<file path="config.mk">
export PLATFORM = sky130hd
export DESIGN_NAME = word_clock_sync_select
export DESIGN_NICKNAME = d
export VERILOG_FILES = /design/src/wcs_pkg.sv /design/src/wck_period_meter.sv /design/src/word_clock_sync_select.sv
export SDC_FILE = /design/constraint.sdc
export NUM_CORES = 1
export LEC_CHECK = 0
export ABC_CLOCK_PERIOD_IN_PS = 3600
export CAP_MARGIN = 30
export CORE_MARGIN = 8
export CORE_UTILIZATION = 48
export DETAILED_ROUTE_END_ITERATION = 16
export DONT_BUFFER_PORTS = 1
export PLACE_DENSITY = 0.65
export SETUP_SLACK_MARGIN = 0.1
export SLEW_MARGIN = 30
export SYNTH_ARGS = -nofsm -noshare
export SYNTH_HDL_FRONTEND = slang
export SYNTH_HIERARCHICAL = 1
export SYNTH_SLANG_ARGS = --single-unit
</file>
<file path="constraint.sdc">
create_clock -name core_clk_i -period 3.6 [get_ports core_clk_i]
set_input_delay 0.18 -clock core_clk_i [delete_from_list [all_inputs] [get_ports core_clk_i]]
set_output_delay 0.18 -clock core_clk_i [all_outputs]
set_load 0.03 [all_outputs]
</file>
<file path="src/wcs_pkg.sv">
// Purpose: shared constants and types for the word clock sync and select block
// Assumes: core clock of 200 MHz; word clock rates from 32 kHz to 96 kHz
// Notes:   register offsets are byte addresses on a 32-bit register port
package wcs_pkg;

   localparam int unsigned CLK_HZ     = 200_000_000;
   localparam int unsigned PER_W      = 14;

   // nominal word clock periods in core cycles
   localparam logic [PER_W-1:0] PER_32 = PER_W'(CLK_HZ / 32_000);
   localparam logic [PER_W-1:0] PER_44 = PER_W'(CLK_HZ / 44_100);
   localparam logic [PER_W-1:0] PER_48 = PER_W'(CLK_HZ / 48_000);
   localparam logic [PER_W-1:0] PER_64 = PER_W'(CLK_HZ / 64_000);
   localparam logic [PER_W-1:0] PER_88 = PER_W'(CLK_HZ / 88_200);
   localparam logic [PER_W-1:0] PER_96 = PER_W'(CLK_HZ / 96_000);

   // decision points halfway between neighbouring standard periods
   localparam logic [PER_W-1:0] MID_96_88 = PER_W'((CLK_HZ / 96_000 + CLK_HZ / 88_200) / 2);
   localparam logic [PER_W-1:0] MID_88_64 = PER_W'((CLK_HZ / 88_200 + CLK_HZ / 64_000) / 2);
   localparam logic [PER_W-1:0] MID_64_48 = PER_W'((CLK_HZ / 64_000 + CLK_HZ / 48_000) / 2);
   localparam logic [PER_W-1:0] MID_48_44 = PER_W'((CLK_HZ / 48_000 + CLK_HZ / 44_100) / 2);
   localparam logic [PER_W-1:0] MID_44_32 = PER_W'((CLK_HZ / 44_100 + CLK_HZ / 32_000) / 2);

   // accepted period windows, single speed and double speed
   localparam logic [PER_W-1:0] PER_LO_SS = PER_W'(CLK_HZ / 49_500);
   localparam logic [PER_W-1:0] PER_HI_SS = PER_W'(CLK_HZ / 31_000);
   localparam logic [PER_W-1:0] PER_LO_DS = PER_W'(CLK_HZ / 99_000);
   localparam logic [PER_W-1:0] PER_HI_DS = PER_W'(CLK_HZ / 62_000);

   localparam logic [2:0]       VALID_RUNS  = 3'h4;
   localparam int unsigned      TIMEOUT_US  = 64;
   localparam int unsigned      TIMEOUT_CYC = TIMEOUT_US * (CLK_HZ / 1_000_000);

   // register map
   localparam logic [7:0] REG_CTRL     = 8'h00;
   localparam logic [7:0] REG_RATE     = 8'h04;
   localparam logic [7:0] REG_STATUS   = 8'h08;
   localparam logic [7:0] REG_FREQ     = 8'h0C;
   localparam logic [7:0] REG_IRQ_STAT = 8'h10;
   localparam logic [7:0] REG_IRQ_CLR  = 8'h14;
   localparam logic [7:0] REG_IRQ_EN   = 8'h18;

   localparam int unsigned CTRL_AUTO    = 0;
   localparam int unsigned CTRL_PREF_WC = 1;
   localparam int unsigned CTRL_SINGLE  = 2;
   localparam logic [2:0]  CTRL_RST     = 3'h0;

   localparam int unsigned ST_LOCK      = 0;
   localparam int unsigned ST_SRC_WC    = 1;
   localparam int unsigned ST_SLAVE     = 2;
   localparam int unsigned ST_DOUBLE    = 3;
   localparam int unsigned ST_RATE_LSB  = 4;

   localparam int unsigned IRQ_LOCK     = 0;
   localparam int unsigned IRQ_LOST     = 1;
   localparam logic [1:0]  IRQ_RST      = 2'h0;

   typedef enum logic [2:0] {R32, R44, R48, R64, R88, R96} rate_t;
   typedef enum logic {MODE_MASTER, MODE_SLAVE} mode_t;

   localparam rate_t RATE_RST = R48;

endpackage : wcs_pkg

</file>
<file path="src/wck_period_meter.sv">
// Purpose: synchronise the word clock pin, time its periods and judge validity
// Assumes: word clock input is asynchronous to core_clk_i
// Notes:   validity needs VALID_RUNS good periods in a row; silence clears it
`timescale 1ns/10ps
module wck_period_meter
   import wcs_pkg::*;
#(
   parameter int unsigned TIMEOUT = TIMEOUT_CYC
) (
   // clock and reset
   input  wire logic             core_clk_i,
   input  wire logic             rst_i,
   // word clock pin
   input  wire logic             wck_in_i,
   // measurement
   output logic                  wck_lvl_o,
   output logic                  wck_rise_o,
   output logic [PER_W-1:0]      period_o,
   output logic                  valid_o
);

   localparam logic [PER_W-1:0] TMO = PER_W'(TIMEOUT);

   logic             sync1_ff, sync2_ff, prev_ff;
   logic [PER_W-1:0] cnt_ff, period_ff;
   logic [2:0]       runs_ff;
   logic             valid_ff;
   logic             in_range;

   always_ff @(posedge core_clk_i) begin
      if (rst_i) begin
         sync1_ff <= 1'b0;
         sync2_ff <= 1'b0;
         prev_ff  <= 1'b0;
      end else begin
         sync1_ff <= wck_in_i;
         sync2_ff <= sync1_ff;
         prev_ff  <= sync2_ff;
      end
   end

   assign wck_rise_o = sync2_ff & ~prev_ff;
   assign wck_lvl_o  = sync2_ff;

   // saturating count keeps a stopped input from wrapping into range again
   assign in_range = ((cnt_ff + 1'b1) >= PER_LO_SS && (cnt_ff + 1'b1) <= PER_HI_SS) ||
                     ((cnt_ff + 1'b1) >= PER_LO_DS && (cnt_ff + 1'b1) <= PER_HI_DS);

   always_ff @(posedge core_clk_i) begin
      if (rst_i) begin
         cnt_ff    <= '0;
         period_ff <= '0;
         runs_ff   <= '0;
         valid_ff  <= 1'b0;
      end else if (wck_rise_o) begin
         cnt_ff    <= '0;
         period_ff <= cnt_ff + 1'b1;
         if (!in_range) begin
            runs_ff  <= '0;
            valid_ff <= 1'b0;
         end else if (runs_ff + 1'b1 >= VALID_RUNS) begin
            runs_ff  <= VALID_RUNS;
            valid_ff <= 1'b1;
         end else begin
            runs_ff <= runs_ff + 1'b1;
         end
      end else if (cnt_ff >= TMO) begin
         runs_ff  <= '0;
         valid_ff <= 1'b0;
      end else begin
         cnt_ff <= cnt_ff + 1'b1;
      end
   end

   assign period_o = period_ff;
   assign valid_o  = valid_ff;
endmodule : wck_period_meter

</file>
<file path="src/word_clock_sync_select.sv">
// Purpose: word clock reference selection, lock report, rate measure and output
// Assumes: core_clk_i at 200 MHz; plain register port with read data one cycle late
// Notes:   the word clock output is regenerated from the core clock in master mode
//
// The strobed register port and the register addresses were chosen for this implementation.
`timescale 1ns/10ps

// Summary of operation
// - slave to word clock only when all enabled
// - accept single and double speed automatically
// - light lock lamp and report lock
// - report word clock as active reference
// - measure reference period, readable by software
// - word clock output running at rate, except while a slaved input is silent
// - master mode runs at software rate
// - slave output follows input frequency
// - on loss fall to master, nearest rate
// - single speed output halves double rates
module word_clock_sync_select
   import wcs_pkg::*;
#(
   parameter int unsigned TIMEOUT_CYCLES = TIMEOUT_CYC
) (
   // clock and reset
   input  wire logic        core_clk_i,
   input  wire logic        rst_i,
   // register port
   input  wire logic [7:0]  reg_addr_i,
   input  wire logic [31:0] reg_wdata_i,
   input  wire logic        reg_wr_i,
   input  wire logic        reg_rd_i,
   output logic [31:0]      reg_rdata_o,
   // word clock pins
   input  wire logic        wck_in_i,
   output logic             wck_out_o,
   // front panel and interrupt
   output logic             word_clock_lock_led_o,
   output logic             irq_o
);

   // maps a measured period to the closest standard rate
   function automatic rate_t nearest_rate(input logic [PER_W-1:0] p);
      if (p < MID_96_88) begin
         nearest_rate = R96;
      end else if (p < MID_88_64) begin
         nearest_rate = R88;
      end else if (p < MID_64_48) begin
         nearest_rate = R64;
      end else if (p < MID_48_44) begin
         nearest_rate = R48;
      end else if (p < MID_44_32) begin
         nearest_rate = R44;
      end else begin
         nearest_rate = R32;
      end
   endfunction : nearest_rate

   function automatic logic is_double(input rate_t r);
      is_double = (r == R64) || (r == R88) || (r == R96);
   endfunction : is_double

   // half period of the output, doubled when a double rate is halved
   function automatic logic [PER_W-1:0] half_cyc(input rate_t r, input logic halve);
      logic [PER_W-1:0] per;
      per = PER_48;
      unique case (r)
         R32: per = PER_32;
         R44: per = PER_44;
         R48: per = PER_48;
         R64: per = PER_64;
         R88: per = PER_88;
         R96: per = PER_96;
      endcase
      half_cyc = halve ? per : (per >> 1);
   endfunction : half_cyc

   logic             auto_ff, pref_wc_ff, single_ff;
   rate_t            rate_ff;
   mode_t            mode_ff;
   logic             lock_ff;
   logic [1:0]       irq_stat_ff, irq_en_ff;
   logic [31:0]      rdata_ff;
   logic [PER_W-1:0] div_ff;
   logic             wck_out_ff;

   logic             wck_lvl, wck_rise, valid;
   logic [PER_W-1:0] period;
   logic             want_slave, leave_slave, lost_ev, lock_ev;
   rate_t            cur_rate;
   logic             halve;
   logic [PER_W-1:0] reload;
   logic [1:0]       irq_set;
   logic [31:0]      rd_mux;

   wck_period_meter #(
      .TIMEOUT    (TIMEOUT_CYCLES)
   ) u_meter (
      .core_clk_i (core_clk_i),
      .rst_i      (rst_i),
      .wck_in_i   (wck_in_i),
      .wck_lvl_o  (wck_lvl),
      .wck_rise_o (wck_rise),
      .period_o   (period),
      .valid_o    (valid)
   );

   // control register
   always_ff @(posedge core_clk_i) begin
      if (rst_i) begin
         auto_ff    <= CTRL_RST[CTRL_AUTO];
         pref_wc_ff <= CTRL_RST[CTRL_PREF_WC];
         single_ff  <= CTRL_RST[CTRL_SINGLE];
      end else if (reg_wr_i && reg_addr_i == REG_CTRL) begin
         auto_ff    <= reg_wdata_i[CTRL_AUTO];
         pref_wc_ff <= reg_wdata_i[CTRL_PREF_WC];
         single_ff  <= reg_wdata_i[CTRL_SINGLE];
      end
   end

   assign want_slave  = auto_ff & pref_wc_ff & valid;
   assign leave_slave = (mode_ff == MODE_SLAVE) & ~want_slave;
   assign lost_ev     = (mode_ff == MODE_SLAVE) & ~valid;
   assign lock_ev     = valid & ~lock_ff;

   // clock mode
   always_ff @(posedge core_clk_i) begin
      if (rst_i) begin
         mode_ff <= MODE_MASTER;
      end else begin
         unique case (mode_ff)
            MODE_MASTER: if (want_slave) mode_ff <= MODE_SLAVE;
            MODE_SLAVE:  if (!want_slave) mode_ff <= MODE_MASTER;
         endcase
      end
   end

   // master rate: software picks it, a lost reference overrides with the
   // nearest standard rate so the output does not jump far
   always_ff @(posedge core_clk_i) begin
      if (rst_i) begin
         rate_ff <= RATE_RST;
      end else if (leave_slave) begin
         rate_ff <= nearest_rate(period);
      end else if (reg_wr_i && reg_addr_i == REG_RATE && reg_wdata_i[2:0] <= 3'h5) begin
         rate_ff <= rate_t'(reg_wdata_i[2:0]);
      end
   end

   // in slave mode the reported rate tracks the measured input
   assign cur_rate = (mode_ff == MODE_SLAVE) ? nearest_rate(period) : rate_ff;
   assign halve    = single_ff & is_double(cur_rate);
   assign reload   = half_cyc(rate_ff, halve) - 1'b1;

   // lock lamp
   always_ff @(posedge core_clk_i) begin
      if (rst_i) begin
         lock_ff <= 1'b0;
      end else begin
         lock_ff <= valid;
      end
   end

   assign word_clock_lock_led_o = lock_ff;

   // output word clock, never stopped in master mode, held in slave mode while the input is silent
   always_ff @(posedge core_clk_i) begin
      if (rst_i) begin
         div_ff     <= '0;
         wck_out_ff <= 1'b0;
      end else if (mode_ff == MODE_SLAVE) begin
         div_ff <= '0;
         if (halve) begin
            // toggling from the output itself keeps a mode change glitch-free
            wck_out_ff <= wck_out_ff ^ wck_rise;
         end else begin
            wck_out_ff <= wck_lvl;
         end
      end else if (div_ff == '0) begin
         div_ff     <= reload;
         wck_out_ff <= ~wck_out_ff;
      end else begin
         div_ff <= div_ff - 1'b1;
      end
   end

   assign wck_out_o = wck_out_ff;

   // interrupt status: a new event wins over a clear in the same cycle
   assign irq_set = {lost_ev, lock_ev};

   always_ff @(posedge core_clk_i) begin
      if (rst_i) begin
         irq_stat_ff <= IRQ_RST;
      end else if (reg_wr_i && reg_addr_i == REG_IRQ_CLR) begin
         irq_stat_ff <= (irq_stat_ff & ~reg_wdata_i[1:0]) | irq_set;
      end else begin
         irq_stat_ff <= irq_stat_ff | irq_set;
      end
   end

   always_ff @(posedge core_clk_i) begin
      if (rst_i) begin
         irq_en_ff <= IRQ_RST;
      end else if (reg_wr_i && reg_addr_i == REG_IRQ_EN) begin
         irq_en_ff <= reg_wdata_i[1:0];
      end
   end

   assign irq_o = |(irq_stat_ff & irq_en_ff);

   // read mux; unmapped and write-only offsets read as zero
   always_comb begin
      rd_mux = 32'h0;
      unique case (reg_addr_i)
         REG_CTRL: begin
            rd_mux[CTRL_AUTO]    = auto_ff;
            rd_mux[CTRL_PREF_WC] = pref_wc_ff;
            rd_mux[CTRL_SINGLE]  = single_ff;
         end
         REG_RATE: begin
            rd_mux[2:0] = rate_ff;
         end
         REG_STATUS: begin
            rd_mux[ST_LOCK]                 = lock_ff;
            rd_mux[ST_SRC_WC]               = lock_ff & auto_ff;
            rd_mux[ST_SLAVE]                = (mode_ff == MODE_SLAVE);
            // the double bit is gated by the lock lamp, so speed reads as single before lock whatever period is measured
            rd_mux[ST_DOUBLE]               = lock_ff & is_double(nearest_rate(period));
            rd_mux[ST_RATE_LSB +: 3]        = cur_rate;
         end
         REG_FREQ: begin
            rd_mux[PER_W-1:0] = period;
         end
         REG_IRQ_STAT: begin
            rd_mux[1:0] = irq_stat_ff;
         end
         REG_IRQ_EN: begin
            rd_mux[1:0] = irq_en_ff;
         end
         default: begin
            rd_mux = 32'h0;
         end
      endcase
   end

   always_ff @(posedge core_clk_i) begin
      if (rst_i) begin
         rdata_ff <= 32'h0;
      end else if (reg_rd_i) begin
         rdata_ff <= rd_mux;
      end else begin
         rdata_ff <= 32'h0;
      end
   end

   assign reg_rdata_o = rdata_ff;
endmodule : word_clock_sync_select

</file>
# == Word-level counts from Yosys, hierarchy flattened ==
# Cells that the tools add are included.
# word_totals
regBits,94
latchBits,0
ramBits,0
mem_bits_ro,0
inputBits,45
out_inout_bits,35
wordCells,128
n_memories,0
# op_classes
add_sub_neg,4
multipliers,0
n_div,0
n_lt_le_gt_ge,12
eq_ne,18
n_shift,0
muxes,28
n_bitwise,22
reduce_logical,24
# ops
operator,count
$pmux W14 S6,1
$lt A14 B12 Y1 const B,3
$mux W3,10
$lt A14 B13 Y1 const B,2
$mux W14,2
$sub A14 B1 Y14 const B,2
$eq A8 B5 Y1 const B,3
$eq A3 B3 Y1 const B,6
$eq A8 B4 Y1 const B,2
$add A14 B1 Y14 const B,1
$ge A14 B11 Y1 const B,1
$ge A14 B12 Y1 const B,1
$ge A14 B14 Y1 const B,1
$le A14 B12 Y1 const B,1
$le A14 B13 Y1 const B,1
$logic_not A14 Y1,1
$eq A3 B2 Y1 const B,4
$pmux W2 S6,1
$and A1 B1 Y1,9
$mux W1,9
$eq A8 B3 Y1 const B,1
$logic_not A8 Y1,1
$pmux W4 S2,1
$reduce_or A2 Y1,4
18 further kinds,40

# == Longest topological paths before layout ==
# Gate-level depths: netlist (run 1).
# depth
ltp_word,14
depth_mapped,15

# == Hierarchy ==
# Netlist (run 1), hierarchy kept.
# modules_own_cells
mod,instances,cells_each,area_per_inst_um2,seq_area_each_um2
word_clock_sync_select,1,364,2735.1,820.8
wck_period_meter,1,273,2093.3,700.7

# == Worst setup path after synthesis (run 1) ==
# No wires, ideal clock.
# synth_path
path_type,register to register
startpoint,register u_meter.period_ff[11] (netlist: u_meter/period_o[11])
endpoint,register div_ff[12]
setup_time_ns,0.070
t_arrival_ns,3.598
required_time_ns,3.530
path_slack_ns,-0.068
stages_incl_launch_ff,16
n_path_buf,2
synth_period_minus_slack_ns,3.668
cell_sequence,dfxtp_1 -> inv_2 -> or4_4 -> a221o_1 -> o21ai_4 -> and3_4 -> buf_4 -> nor2_1 -> a311oi_1 -> ha_1 -> nand3_1 -> mux2_2 -> or2_1 -> clkbuf_1 -> or3_1 -> a21oi_1
# synth_via
elab_chain_len,14
word_cells_on_any_way,20
classes_between,1 x add/sub; 5 x order compare; 3 x eq/ne; 8 x mux; 1 x bitwise; 2 x reduce/logical
# synth_lines
element,line_no,text
"start, declared",wck_period_meter.sv:25,"logic [PER_W-1:0] cnt_ff, period_ff;"
"start signal, assigned",wck_period_meter.sv:57,period_ff <= cnt_ff + 1'b1;
$lt A14 B13 Y1,word_clock_sync_select.sv:51,end else if (p < MID_44_32) begin
$mux W1,word_clock_sync_select.sv:51,
$mux W2,word_clock_sync_select.sv:49,end else if (p < MID_48_44) begin
$mux W2,word_clock_sync_select.sv:47,end else if (p < MID_64_48) begin
$mux W3,--,
$mux W3 (*),--,
$mux W3 (*),word_clock_sync_select.sv:150,assign cur_rate = (mode_ff == MODE_SLAVE) ? nearest_rate(period) : rate_ff;
$eq A3 B2 Y1 or $eq A3 B3 Y1 (tied branches),word_clock_sync_select.sv:59,is_double = (r == R64) || (r == R88) || (r == R96);
$logic_or A1 B1 Y1,word_clock_sync_select.sv:59,
$logic_or A1 B1 Y1 (*),word_clock_sync_select.sv:59,
$and A1 B1 Y1 (*),word_clock_sync_select.sv:151,assign halve = single_ff & is_double(cur_rate);
$mux W14 (*),word_clock_sync_select.sv:74,half_cyc = halve ? per : (per >> 1);
$sub A14 B1 Y14 (*),word_clock_sync_select.sv:152,"assign reload = half_cyc(rate_ff, halve) - 1'b1;"
$mux W14 (*),word_clock_sync_select.sv:178,end else if (div_ff == '0) begin
"end signal, assigned",word_clock_sync_select.sv:179,div_ff <= reload;
"end signal, assigned",word_clock_sync_select.sv:182,div_ff <= div_ff - 1'b1;
"end, declared",word_clock_sync_select.sv:83,logic [PER_W-1:0] div_ff;
# Every way passes the cells marked *; elsewhere a longest branch is shown, timed or not.
# A chain may end at the register's enable or synchronous reset.

# == Final worst setup path (run 1) ==
# layout_path
startpoint,register u_meter.period_ff[11] (netlist: u_meter/period_o[11])
endpoint,register div_ff[10]
# Same word-level chain as after synthesis.

==> flow_metrics.py, run 1 <==
metrics = {
    "clocking": {
        "clkTransAtPathRegs_ns": 0.09,
        "clock_latency_ns": 0.36,
        "cts-root-buf": "clkbuf_8",
        "htree_levels": 3,
        "cts_num_sinks": 76,
        "cts_tree": "yes",
        "numCtsBuffers": 9,
        "clockBufferDepth": 2,
    },
    "detailed_routing": {
        "wl_um": 13200,
        "ant_nets": 0,
        "dr.pass1.iters": 7,
        "viasPerCell": 5.95,
        "wire_per_inst_um": 17.0,
        "dr_total_vias": 4619,
        "first_iter_violations": 308,
        "drc": 0,
    },
    "global_routing": {
        "grt-ovfl-total": 0,
        "grt.total_usage": 0.194,
        "grt_pass1_vias": 4323,
        "grt_pass1_wl_um": 21000,
        "antenna_found_initial": 1,
        "grt_max_degree": 20,
    },
    "sta": {
        "grt_setup_unrepaired": "yes",
        "skew_ns": 0.0182,
        "max_slew_margin": 0.443,
        "fmax_mhz": 290,
        "tightest_slew_ns": 0.832,
        "fin_crit_sh": 0.959,
        "finalSetupTns_ns": 0,
        "hold_slack_ns": 0.0266,
        "hold_viol": 0,
        "drv_slew": 0,
        "final.min_clock_period_ns": 3.45,
        "final-setup-viol-count": 0,
    },
    "min_path": {
        "hp-start": "reg_addr_i[2]",
        "hold_path.class": "input pin to flip-flop",
        "worstHoldEndpoint": "reg_rdata_o[0]",
        "holdPathStages": 2,
    },
    "setup_path": {
        "crit_type": "flip-flop to flip-flop",
        "worst_r2r_endpoint": "div_ff[10]",
        "crit-reg2reg-launch": "u_meter/period_o[11]",
        "r2r_cells": 13,
        "critical_path.endpoint_type": "flip-flop",
        "cp_max_fo": 7,
        "worstPathArrival_ns": 3.74,
        "reg2reg_slack_ns": 0.15,
        "required_ns": 3.89,
        "start_kind": "flip-flop",
    },
    "layout": {
        "layout_commonest_cell": "nor2_1",
        "area_growth_pct": 9.51,
        "antenna_cells": 0,
        "final_layout_size_suffix_gt1_frac": 0.132,
        "final_cell_mix": "nor2_1, dfxtp_1, nand2_1",
        "num-nets-final": 689,
    },
    "logic_synthesis": {
        "yosysWarnings": 6,
        "syn_area_um2": 4830,
        "synth_cell_types": 78,
        "synth_edf_count": 0,
        "syn_inst": 637,
        "async_flop_share": 0,
        "avgSynthCellArea_um2": 7.58,
        "synth_seq_cells": 76,
        "ys.flop_type": "dfxtp_1",
        "yosysSeqAreaShare": 0.315,
    },
    "power_and_ir_drop": {
        "vdd_drop_max_mv": 0.246,
        "power.density_nw_per_um2": 460,
        "combPwrFrac": 0.296,
        "power_frac_clock": 0.311,
        "p_leak_uw": 0.00185,
        "p_sw_frac": 0.339,
        "power.switching_uw": 825,
        "seq_power_share": 0.393,
        "p_int_uw": 1610,
    },
    "floorplanning": {
        "die_area_um2": 13500,
        "io_pins": 80,
        "core_um2": 9770,
        "fp.dieW_um": 116,
        "die_y_um": 116,
        "row_count": 36,
        "start_util": 0.494,
    },
    "outcome": {
        "status": "complete, no violations",
    },
    "placement": {
        "gp_congestion": 0.916,
        "portBuffers": 0,
        "hpwl_um": 9870,
    },
    "job": {
        "maxCapViolCount": 0,
    },
}
-- registers in the layout, indices dropped and copies added (netlist names) --
signal / cells
div_ff: 14
reg_rdata_o: 14
u_meter/cnt_ff: 14
u_meter/period_o: 14
rate_ff: 3
u_meter/runs_ff: 3
irq_en_ff: 2
irq_stat_ff: 2
auto_ff: 1
mode_ff: 1
pref_wc_ff: 1
single_ff: 1
u_meter/prev_ff: 1
u_meter/sync1_ff: 1
u_meter/valid_o: 1
u_meter/wck_lvl_o: 1
wck_out_o: 1
word_clock_lock_led_o: 1
-- per-stage QoR --
stage / worst slack (ns) / utilization / instance area, µm² / instances / total power (µW)
2_1_floorplan: 0.0747 / - / 4910 / 654 / 1510
3_3_place_gp: 0.116 / 0.505 / 4930 / 751 / 1600
3_5_place_dp: 0.0266 / 0.505 / 4930 / 751 / 1620
4_1_cts: 0.103 / 0.534 / 5220 / 771 / 2390
5_1_grt: 0.0235 / 0.541 / 5290 / 776 / 2560
6_report: 0.148 / 0.541 / 5290 / 776 / 2430
-- what timing repair did --
item	in CTS	in global routing
endpoints found under the hold margin	19	0
hold buffers	4	0
buffers inserted	0	5
gates resized for setup	3	10
pin swaps	1	2
setup endpoints to repair	4	4
-- kinds of logic (layout without fill, tap and decap cells) --
kind of cell / Yosys count / count (layout) / synth area share
flip-flops: 76 / 76 / 0.315
other: 1 / 18 / 0.000777
adder cells (fa/ha/maj): 6 / 6 / 0.0155
AND/OR/NAND/NOR: 264 / 264 / 0.280
buffers and inverters: 84 / 73 / 0.0850
multiplexers: 10 / 10 / 0.0241
XOR/XNOR: 21 / 21 / 0.0381
AO/OA/AOI/OAI: 175 / 175 / 0.241
-- cells in the mapped netlist, types with 5 or more instances --
library cell | n | area [µm²]
buf_2 | 7 | 35.0
a211oi_1 | 15 | 113
nor2_1 | 77 | 289
xor2_1 | 8 | 70.1
a31oi_1 | 13 | 81.3
dfxtp_1 | 76 | 1520
and2_1 | 5 | 31.3
nor2b_1 | 12 | 75.1
nand4_1 | 9 | 56.3
nor4_1 | 8 | 50.1
clkbuf_1 | 30 | 113
or4_1 | 5 | 37.5
and3_1 | 6 | 37.5
xnor2_1 | 13 | 114
ha_1 | 6 | 75.1
or3_1 | 12 | 75.1
a21oi_1 | 49 | 245
nor3_1 | 24 | 120
a21o_1 | 5 | 37.5
inv_1 | 22 | 82.6
nand2_1 | 55 | 206
mux2i_1 | 6 | 60.1
o21ai_0 | 40 | 200
nand3_1 | 20 | 100
buf_4 | 21 | 158
-- worst max-delay path, stage by stage, from the launching register on --
cell and delay (ns):
dfxtp_4 0.38, inv_2 0.04, or4_4 0.52, a221o_1 0.44, o21ai_4 0.10, and3_4 0.21
nor2_1 0.06, a311oi_2 0.24, ha_2 0.26, nand3_1 0.07, mux2_4 0.29, or2_4 0.29
or3_4 0.34, a21oi_2 0.13
-- cell type report --
type | instances | area [µm²]
clock inverters | 7 | 105
flip-flops and latches | 76 | 1540
multi-input cells | 494 | 3010
repair buffers | 34 | 265
well taps | 133 | 166
fillers | 1000 | 4490
inverters | 23 | 86.3
clock buffers | 9 | 124
-- how the worst max path moves through the flow --
stage                                    start          to  slack, ns  depth (start not counted)
after floorplan           u_meter/period_o[11]  div_ff[12]       0.07                         15
after global placement    u_meter/period_o[11]  div_ff[12]       0.12                         13
after detailed placement   u_meter/period_o[5]  div_ff[10]       0.03                         13
after CTS                 u_meter/period_o[11]  div_ff[10]       0.10                         13
after global routing      u_meter/period_o[11]  div_ff[12]       0.02                         13
final                     u_meter/period_o[11]  div_ff[10]       0.15                         13
-- per-layer routing --
layer	track usage	wire [µm]	share of wire	vias to the layer above
li1	-	-	-	2261
met1	0.230	5600	0.43	2187
met2	0.328	6560	0.50	139
met3	0.0414	689	0.052	30
met4	0.0899	316	0.024	2
met5	0	13	0.00099	-
-- power groups by stage --
stage,Clock [µW],Combinational (µW),Sequential (µW)
3_3_place_gp,0,623,975
2_1_floorplan,0,561,953
6_report,756,720,958
5_1_grt,805,788,965
4_1_cts,774,657,957
3_5_place_dp,0,641,976
(Power assumes the default switching activity.)
==> run 2: changes to the inputs <==
--- a/config.mk
+++ b/config.mk
@@ -5,13 +5,13 @@
 export SDC_FILE = /design/constraint.sdc
 export NUM_CORES = 1
 export LEC_CHECK = 0
-export ABC_CLOCK_PERIOD_IN_PS = 3600
+export ABC_CLOCK_PERIOD_IN_PS = 3000
 export CAP_MARGIN = 30
 export CORE_MARGIN = 8
-export CORE_UTILIZATION = 48
+export CORE_UTILIZATION = 33
 export DETAILED_ROUTE_END_ITERATION = 16
 export DONT_BUFFER_PORTS = 1
-export PLACE_DENSITY = 0.65
+export GPL_ROUTABILITY_DRIVEN = 0
 export SETUP_SLACK_MARGIN = 0.1
 export SLEW_MARGIN = 30
 export SYNTH_ARGS = -nofsm -noshare
==> constraint.sdc (replaced) <==
create_clock -name core_clk_i -period 3 [get_ports core_clk_i]
set_input_delay 0.15 -clock core_clk_i [delete_from_list [all_inputs] [get_ports core_clk_i]]
set_output_delay 0.15 -clock core_clk_i [all_outputs]
set_load 0.03 [all_outputs]
==> run 2 against run 1 <==
Net effect:
- the flow now finishes with violations (negative setup slack)
- utilization down 10 points
- hold slack got worse by 0.0097 ns
- critical path depth unchanged
- non-clock buffer count up 87
- worst setup slack got worse by 0.46 ns
- clock-buffer cell count is 1 higher
- final area grew 19%
- clock power rose by 59%
- critical path type unchanged
- critical endpoint is now div_ff[12]
==> flow_metrics.py, run 2 (synthesis results as in run 1) <==
metrics = {
    "sta": {
        "skew_ns": 0.00752,
        "worst_slack_ns": -0.311,
        "final.min_clock_period_ns": 3.31,
        "grt_setup_unrepaired": "yes",
        "fmax_mhz": 302,
        "hold_viol": 0,
        "max_slew_margin": 0.445,
        "hold_slack_ns": 0.0170,
        "fin_crit_sh": 1.10,
        "tightest_slew_ns": 0.830,
        "drv_slew": 0,
        "final-setup-viol-count": 8,
    },
    "floorplanning": {
        "fp.dieW_um": 137,
        "row_count": 44,
        "start_util": 0.335,
        "die_y_um": 137,
        "core_um2": 14400,
        "die_area_um2": 18800,
        "io_pins": 80,
    },
    "clocking": {
        "clkTransAtPathRegs_ns": 0.06,
        "cts-root-buf": "clkbuf_16",
        "numCtsBuffers": 9,
        "clock_latency_ns": 0.35,
        "clockBufferDepth": 2,
        "cts_num_sinks": 76,
        "cts_tree": "yes",
        "htree_levels": 3,
    },
    "setup_path": {
        "crit_family": "simple AND/OR/NAND/NOR gates",
        "path_buf_inv": 1,
        "worstPathArrival_ns": 3.60,
        "r2r_cells": 13,
        "slowest_delay_ns": 0.52,
        "crit-reg2reg-launch": "u_meter/period_o[11]",
        "crit_path_cell_trace": "inv_2 -> or4_4 -> a221o_1 -> o21ai_4 -> and3_4 -> nor2_2 -> a311oi_2 -> ha_2 -> nand3_2 -> mux2_4 -> or2_4 -> or3_4 -> a21oi_2",
        "crit_type": "flip-flop to flip-flop",
        "cpMaxStageDelayCell": "or4_4",
        "worst_r2r_endpoint": "div_ff[12]",
        "cp_max_fo": 7,
        "start_kind": "flip-flop",
        "critical_path.endpoint_type": "flip-flop",
        "reg2reg_slack_ns": -0.31,
        "required_ns": 3.28,
    },
    "outcome": {
        "status": "complete, but fails checks",
        "violations": "negative setup slack",
    },
    "detailed_routing": {
        "ant_nets": 0,
        "dr.pass1.iters": 5,
        "wire_per_inst_um": 16.2,
        "drc": 0,
        "first_iter_violations": 421,
        "dr_total_vias": 4983,
        "wl_um": 14800,
        "viasPerCell": 5.45,
    },
    "power_and_ir_drop": {
        "power.density_nw_per_um2": 568,
        "p_leak_uw": 0.00238,
        "vdd_drop_max_mv": 0.350,
        "power_uw": 3570,
    },
    "global_routing": {
        "antenna_found_initial": 0,
        "grt.total_usage": 0.159,
        "grt_pass1_vias": 4781,
        "grt_max_degree": 23,
        "grt-ovfl-total": 0,
        "grt_pass1_wl_um": 24100,
    },
    "min_path": {
        "holdPathStages": 2,
        "worstHoldEndpoint": "reg_rdata_o[4]",
        "hp-start": "reg_addr_i[2]",
        "hold_path.class": "input pin to flip-flop",
    },
    "layout": {
        "num-nets-final": 776,
        "ff_latch_area_um2": 1540,
        "multi_input_area_um2": 3110,
        "area_growth_pct": 30.2,
        "final_cell_mix": "buf_4, nor2_1, dfxtp_1",
        "layout_commonest_cell": "buf_4",
        "antenna_cells": 0,
        "num-fill-cells": 1462,
        "final_layout_size_suffix_gt1_frac": 0.240,
    },
    "job": {
        "maxCapViolCount": 0,
    },
    "placement": {
        "portBuffers": 0,
        "hpwl_um": 10400,
    },
}
run 2: changes by cell type in the layout (fill, tap and decap cells not counted), moves of 4 or more:
cell | previous run | this run
buf_4 | 30 | 94
dlygate4sd3_1 | 4 | 18
clkbuf_16 | 0 | 9
clkbuf_8 | 9 | 0
buf_6 | 0 | 7
nor3_1 | 24 | 20
run 2: metrics by stage:
| step | setup slack [ns] | area, µm² | TNS (ns) | utilization | std cells |
|---|---|---|---|---|---|
| after floorplan | -0.525 | 4910 | -2.06 | - | 654 |
| after global placement | -0.307 | 5370 | -1.07 | 0.373 | 852 |
| after detailed placement | -0.395 | 5370 | -1.44 | 0.373 | 852 |
| after CTS | -0.235 | 6190 | -0.975 | 0.429 | 912 |
| after global routing | -0.408 | 6290 | -2.38 | 0.436 | 914 |
| final | -0.311 | 6290 | -1.67 | 0.436 | 914 |
run 2: area by class of cell:
cell class / count / share of cell area
Multi-Input combinational cell: 494 / 0.495
Sequential cell: 76 / 0.244
Timing Repair Buffer: 121 / 0.159
Tap cell: 184 / 0.0366
Clock buffer: 10 / 0.0364
Clock inverter: 6 / 0.0155
Inverter: 23 / 0.0137
run 2: what timing repair did:
action,CTS,global route
gates resized for setup,25,20
setup endpoints to repair,9,14
hold endpoints to repair,20,3
buffers inserted,28,6
hold buffers,17,1
pin swaps,12,16
run 2: metal layers:
layer  part of all wire  vias to the layer above  GRT usage
li1                   -                     2446          -
met2               0.48                      169      0.266
met5                  0                        -          0
met3              0.053                       27     0.0463
met4              0.020                        0     0.0519
met1               0.44                     2341      0.190
run 2: power breakdown:
part / switching (µW) / leakage [µW] / internal [µW] / total [µW]
logic: 599 / 0.00160 / 618 / 1220
registers: 70.8 / 0.000620 / 1080 / 1150
clock network: 465 / 0.000159 / 739 / 1200
total: 1130 / 0.00238 / 2440 / 3570
run 2: how the worst max path moves through the flow:
stage	start	to	slack, ns	depth (start not counted)
after floorplan	u_meter/period_o[11]	div_ff[12]	-0.53	15
after global placement	u_meter/period_o[11]	div_ff[6]	-0.31	13
after detailed placement	u_meter/period_o[11]	div_ff[12]	-0.39	13
after CTS	u_meter/period_o[11]	div_ff[12]	-0.23	13
after global routing	u_meter/period_o[11]	div_ff[12]	-0.41	13
final	u_meter/period_o[11]	div_ff[12]	-0.31	13
run 2: worst register-to-register path, cell delays in order, from the launching register on:
cell      delay, ns
dfxtp_4        0.34
inv_2          0.03
or4_4          0.52
a221o_1        0.38
o21ai_4        0.09
and3_4         0.21
nor2_2         0.05
a311oi_2       0.23
ha_2           0.28
nand3_2        0.07
mux2_4         0.29
or2_4          0.26
or3_4          0.37
a21oi_2        0.11
==> run 3: changes to the inputs <==
--- a/config.mk
+++ b/config.mk
@@ -12,6 +12,7 @@
 export DETAILED_ROUTE_END_ITERATION = 16
 export DONT_BUFFER_PORTS = 1
 export GPL_ROUTABILITY_DRIVEN = 0
+export PLACE_DENSITY_LB_ADDON = 0.12
 export SETUP_SLACK_MARGIN = 0.1
 export SLEW_MARGIN = 30
 export SYNTH_ARGS = -nofsm -noshare
==> run 3 against run 2 <==
Net effect:
- the run still ends with negative setup slack left
- flip-flop and latch count stayed put
- highest routed layer unchanged
- register-to-register slack better by 0.04 ns
- first-iteration DRC count is 28% lower
- routed wire length is 2.6% higher
- via count is 1.6% lower
- total power is 1.3% lower
- clock-buffer cell count is 1 higher
- combinational power is 5% lower
- fmax is 1.4% higher
==> flow_metrics.py, run 3 (synthesis results as in run 1) <==
metrics = {
    "detailed_routing": {
        "viasPerCell": 5.34,
        "ant_nets": 0,
        "wl_um": 15200,
        "first_iter_violations": 305,
        "wire_per_inst_um": 16.5,
        "dr_total_vias": 4902,
        "drc": 0,
        "dr.pass1.iters": 5,
    },
    "setup_path": {
        "crit_type": "flip-flop to flip-flop",
        "crit_top_cell": "a21oi_1",
        "crit-reg2reg-launch": "u_meter/period_o[5]",
        "slowest_delay_ns": 0.35,
        "cp_max_fo": 5,
        "r2r_cells": 15,
        "start_kind": "flip-flop",
        "critical_path.endpoint_type": "flip-flop",
        "worst_r2r_endpoint": "div_ff[12]",
        "crit_path_cell_trace": "buf_6 -> buf_4 -> nor4_1 -> a21oi_1 -> nand4b_1 -> nand3b_4 -> and3_4 -> nor2_4 -> a311oi_4 -> ha_2 -> nand3_2 -> mux2_4 -> or2_4 -> or3_1 -> a21oi_1",
        "worstPathArrival_ns": 3.54,
        "reg2reg_slack_ns": -0.27,
        "required_ns": 3.28,
        "cpMaxStageDelayCell": "or3_1",
    },
    "outcome": {
        "violations": "negative setup slack",
        "status": "complete, but fails checks",
    },
    "min_path": {
        "hold_path.class": "input pin to flip-flop",
        "worstHoldEndpoint": "u_meter/runs_ff[2]",
        "holdPathStages": 3,
        "hp-start": "rst_i",
    },
    "floorplanning": {
        "io_pins": 80,
        "fp.dieW_um": 137,
        "start_util": 0.335,
        "core_um2": 14400,
        "row_count": 44,
        "die_area_um2": 18800,
        "die_y_um": 137,
    },
    "sta": {
        "final-setup-viol-count": 8,
        "skew_ns": 0.00761,
        "fmax_mhz": 306,
        "fin_crit_sh": 1.09,
        "hold_slack_ns": 0.0182,
        "hold_viol": 0,
        "drv_slew": 0,
        "worst_slack_ns": -0.267,
        "tightest_slew_ns": 0.864,
        "grt_setup_unrepaired": "yes",
        "max_slew_margin": 0.422,
        "final.min_clock_period_ns": 3.27,
    },
    "layout": {
        "final_layout_size_suffix_gt1_frac": 0.233,
        "layout_commonest_cell": "buf_4",
        "num-fill-cells": 1494,
        "num-nets-final": 780,
        "postLayoutCellArea_um2": 6280,
        "fin_cells": 918,
        "area_growth_pct": 30.2,
        "final_cell_mix": "buf_4, nor2_1, dfxtp_1",
        "antenna_cells": 0,
    },
    "global_routing": {
        "antenna_found_initial": 0,
        "grt_pass1_wl_um": 24500,
        "grt_pass1_vias": 4720,
        "grt.total_usage": 0.164,
        "grt_max_degree": 22,
        "grt-ovfl-total": 0,
    },
    "clocking": {
        "cts_num_sinks": 76,
        "clockBufferDepth": 2,
        "clkTransAtPathRegs_ns": 0.06,
        "htree_levels": 3,
        "numCtsBuffers": 9,
        "cts-root-buf": "clkbuf_16",
        "clock_latency_ns": 0.34,
        "cts_tree": "yes",
    },
    "placement": {
        "hpwl_um": 11500,
        "dpl-instance-area_um2": 5560,
        "placed_cells": 877,
        "portBuffers": 0,
    },
    "job": {
        "maxCapViolCount": 0,
    },
    "power_and_ir_drop": {
        "p_leak_uw": 0.00239,
        "vdd_drop_max_mv": 0.265,
        "power.density_nw_per_um2": 561,
    },
}
==> run 3: cell type report <==
cell class	instances	area (µm²)	share of cell area
flip-flops and latches	76	1530	0.244
repair buffers	125	1020	0.162
clock buffers	11	243	0.0386
clock inverters	5	85.1	0.0135
inverters	23	86.3	0.0137
well taps	184	230	0.0366
multi-input cells	494	3090	0.492
==> run 3: power by group <==
| group | internal (µW) | switching (µW) | total [µW] |
|---|---|---|---|
| Clock | 755 | 455 | 1210 |
| Sequential | 1080 | 75.3 | 1160 |
| Combinational | 586 | 573 | 1160 |
==> run 3: metal layers <==
metal / part of all wire / track usage / vias to the layer above
li1: - / - / 2455
met1: 0.46 / 0.209 / 2323
met2: 0.48 / 0.267 / 105
met3: 0.038 / 0.0312 / 19
met4: 0.023 / 0.0628 / 0
met5: 0 / 0 / -
==> run 3: worst max-delay path, delay by kind of cell, from the launching register on <==
| family | cells | cell delay, ns |
|---|---|---|
| compound gates | 3 | 0.46 |
| flops | 1 | 0.33 |
| mux | 1 | 0.29 |
| buf+inv | 2 | 0.23 |
| fa+ha+maj | 1 | 0.26 |
| simple gates | 8 | 1.63 |
==> run 3: how the worst max path moves through the flow <==
| stage | from | to | slack, ns | cells past startpoint |
|---|---|---|---|---|
| after detailed placement | u_meter/period_o[6] | div_ff[12] | -0.34 | 14 |
| after floorplan | u_meter/period_o[11] | div_ff[12] | -0.53 | 15 |
| after CTS | u_meter/period_o[6] | div_ff[12] | -0.20 | 14 |
| final | u_meter/period_o[5] | div_ff[12] | -0.27 | 15 |
| after global placement | u_meter/period_o[6] | div_ff[6] | -0.32 | 14 |
| after global routing | u_meter/period_o[4] | div_ff[6] | -0.41 | 14 |
==> run 3: what timing repair did <==
item | 4_1_cts | 5_1_grt
setup endpoints to repair | 10 | 12
resized for setup | 17 | 20
pin swaps | 10 | 4
endpoints found under the hold margin | 18 | 0
hold buffers | 19 | 0
setup buffers | 6 | 2
==> run 3: through the flow <==
stage / util / TNS [ns] / total power (µW) / setup slack (ns)
2_1_floorplan: - / -2.06 / 1820 / -0.525
3_3_place_gp: 0.386 / -1.34 / 2130 / -0.320
3_5_place_dp: 0.386 / -1.51 / 2130 / -0.335
4_1_cts: 0.429 / -0.842 / 3470 / -0.198
5_1_grt: 0.436 / -2.16 / 3700 / -0.407
6_report: 0.436 / -1.07 / 3520 / -0.267
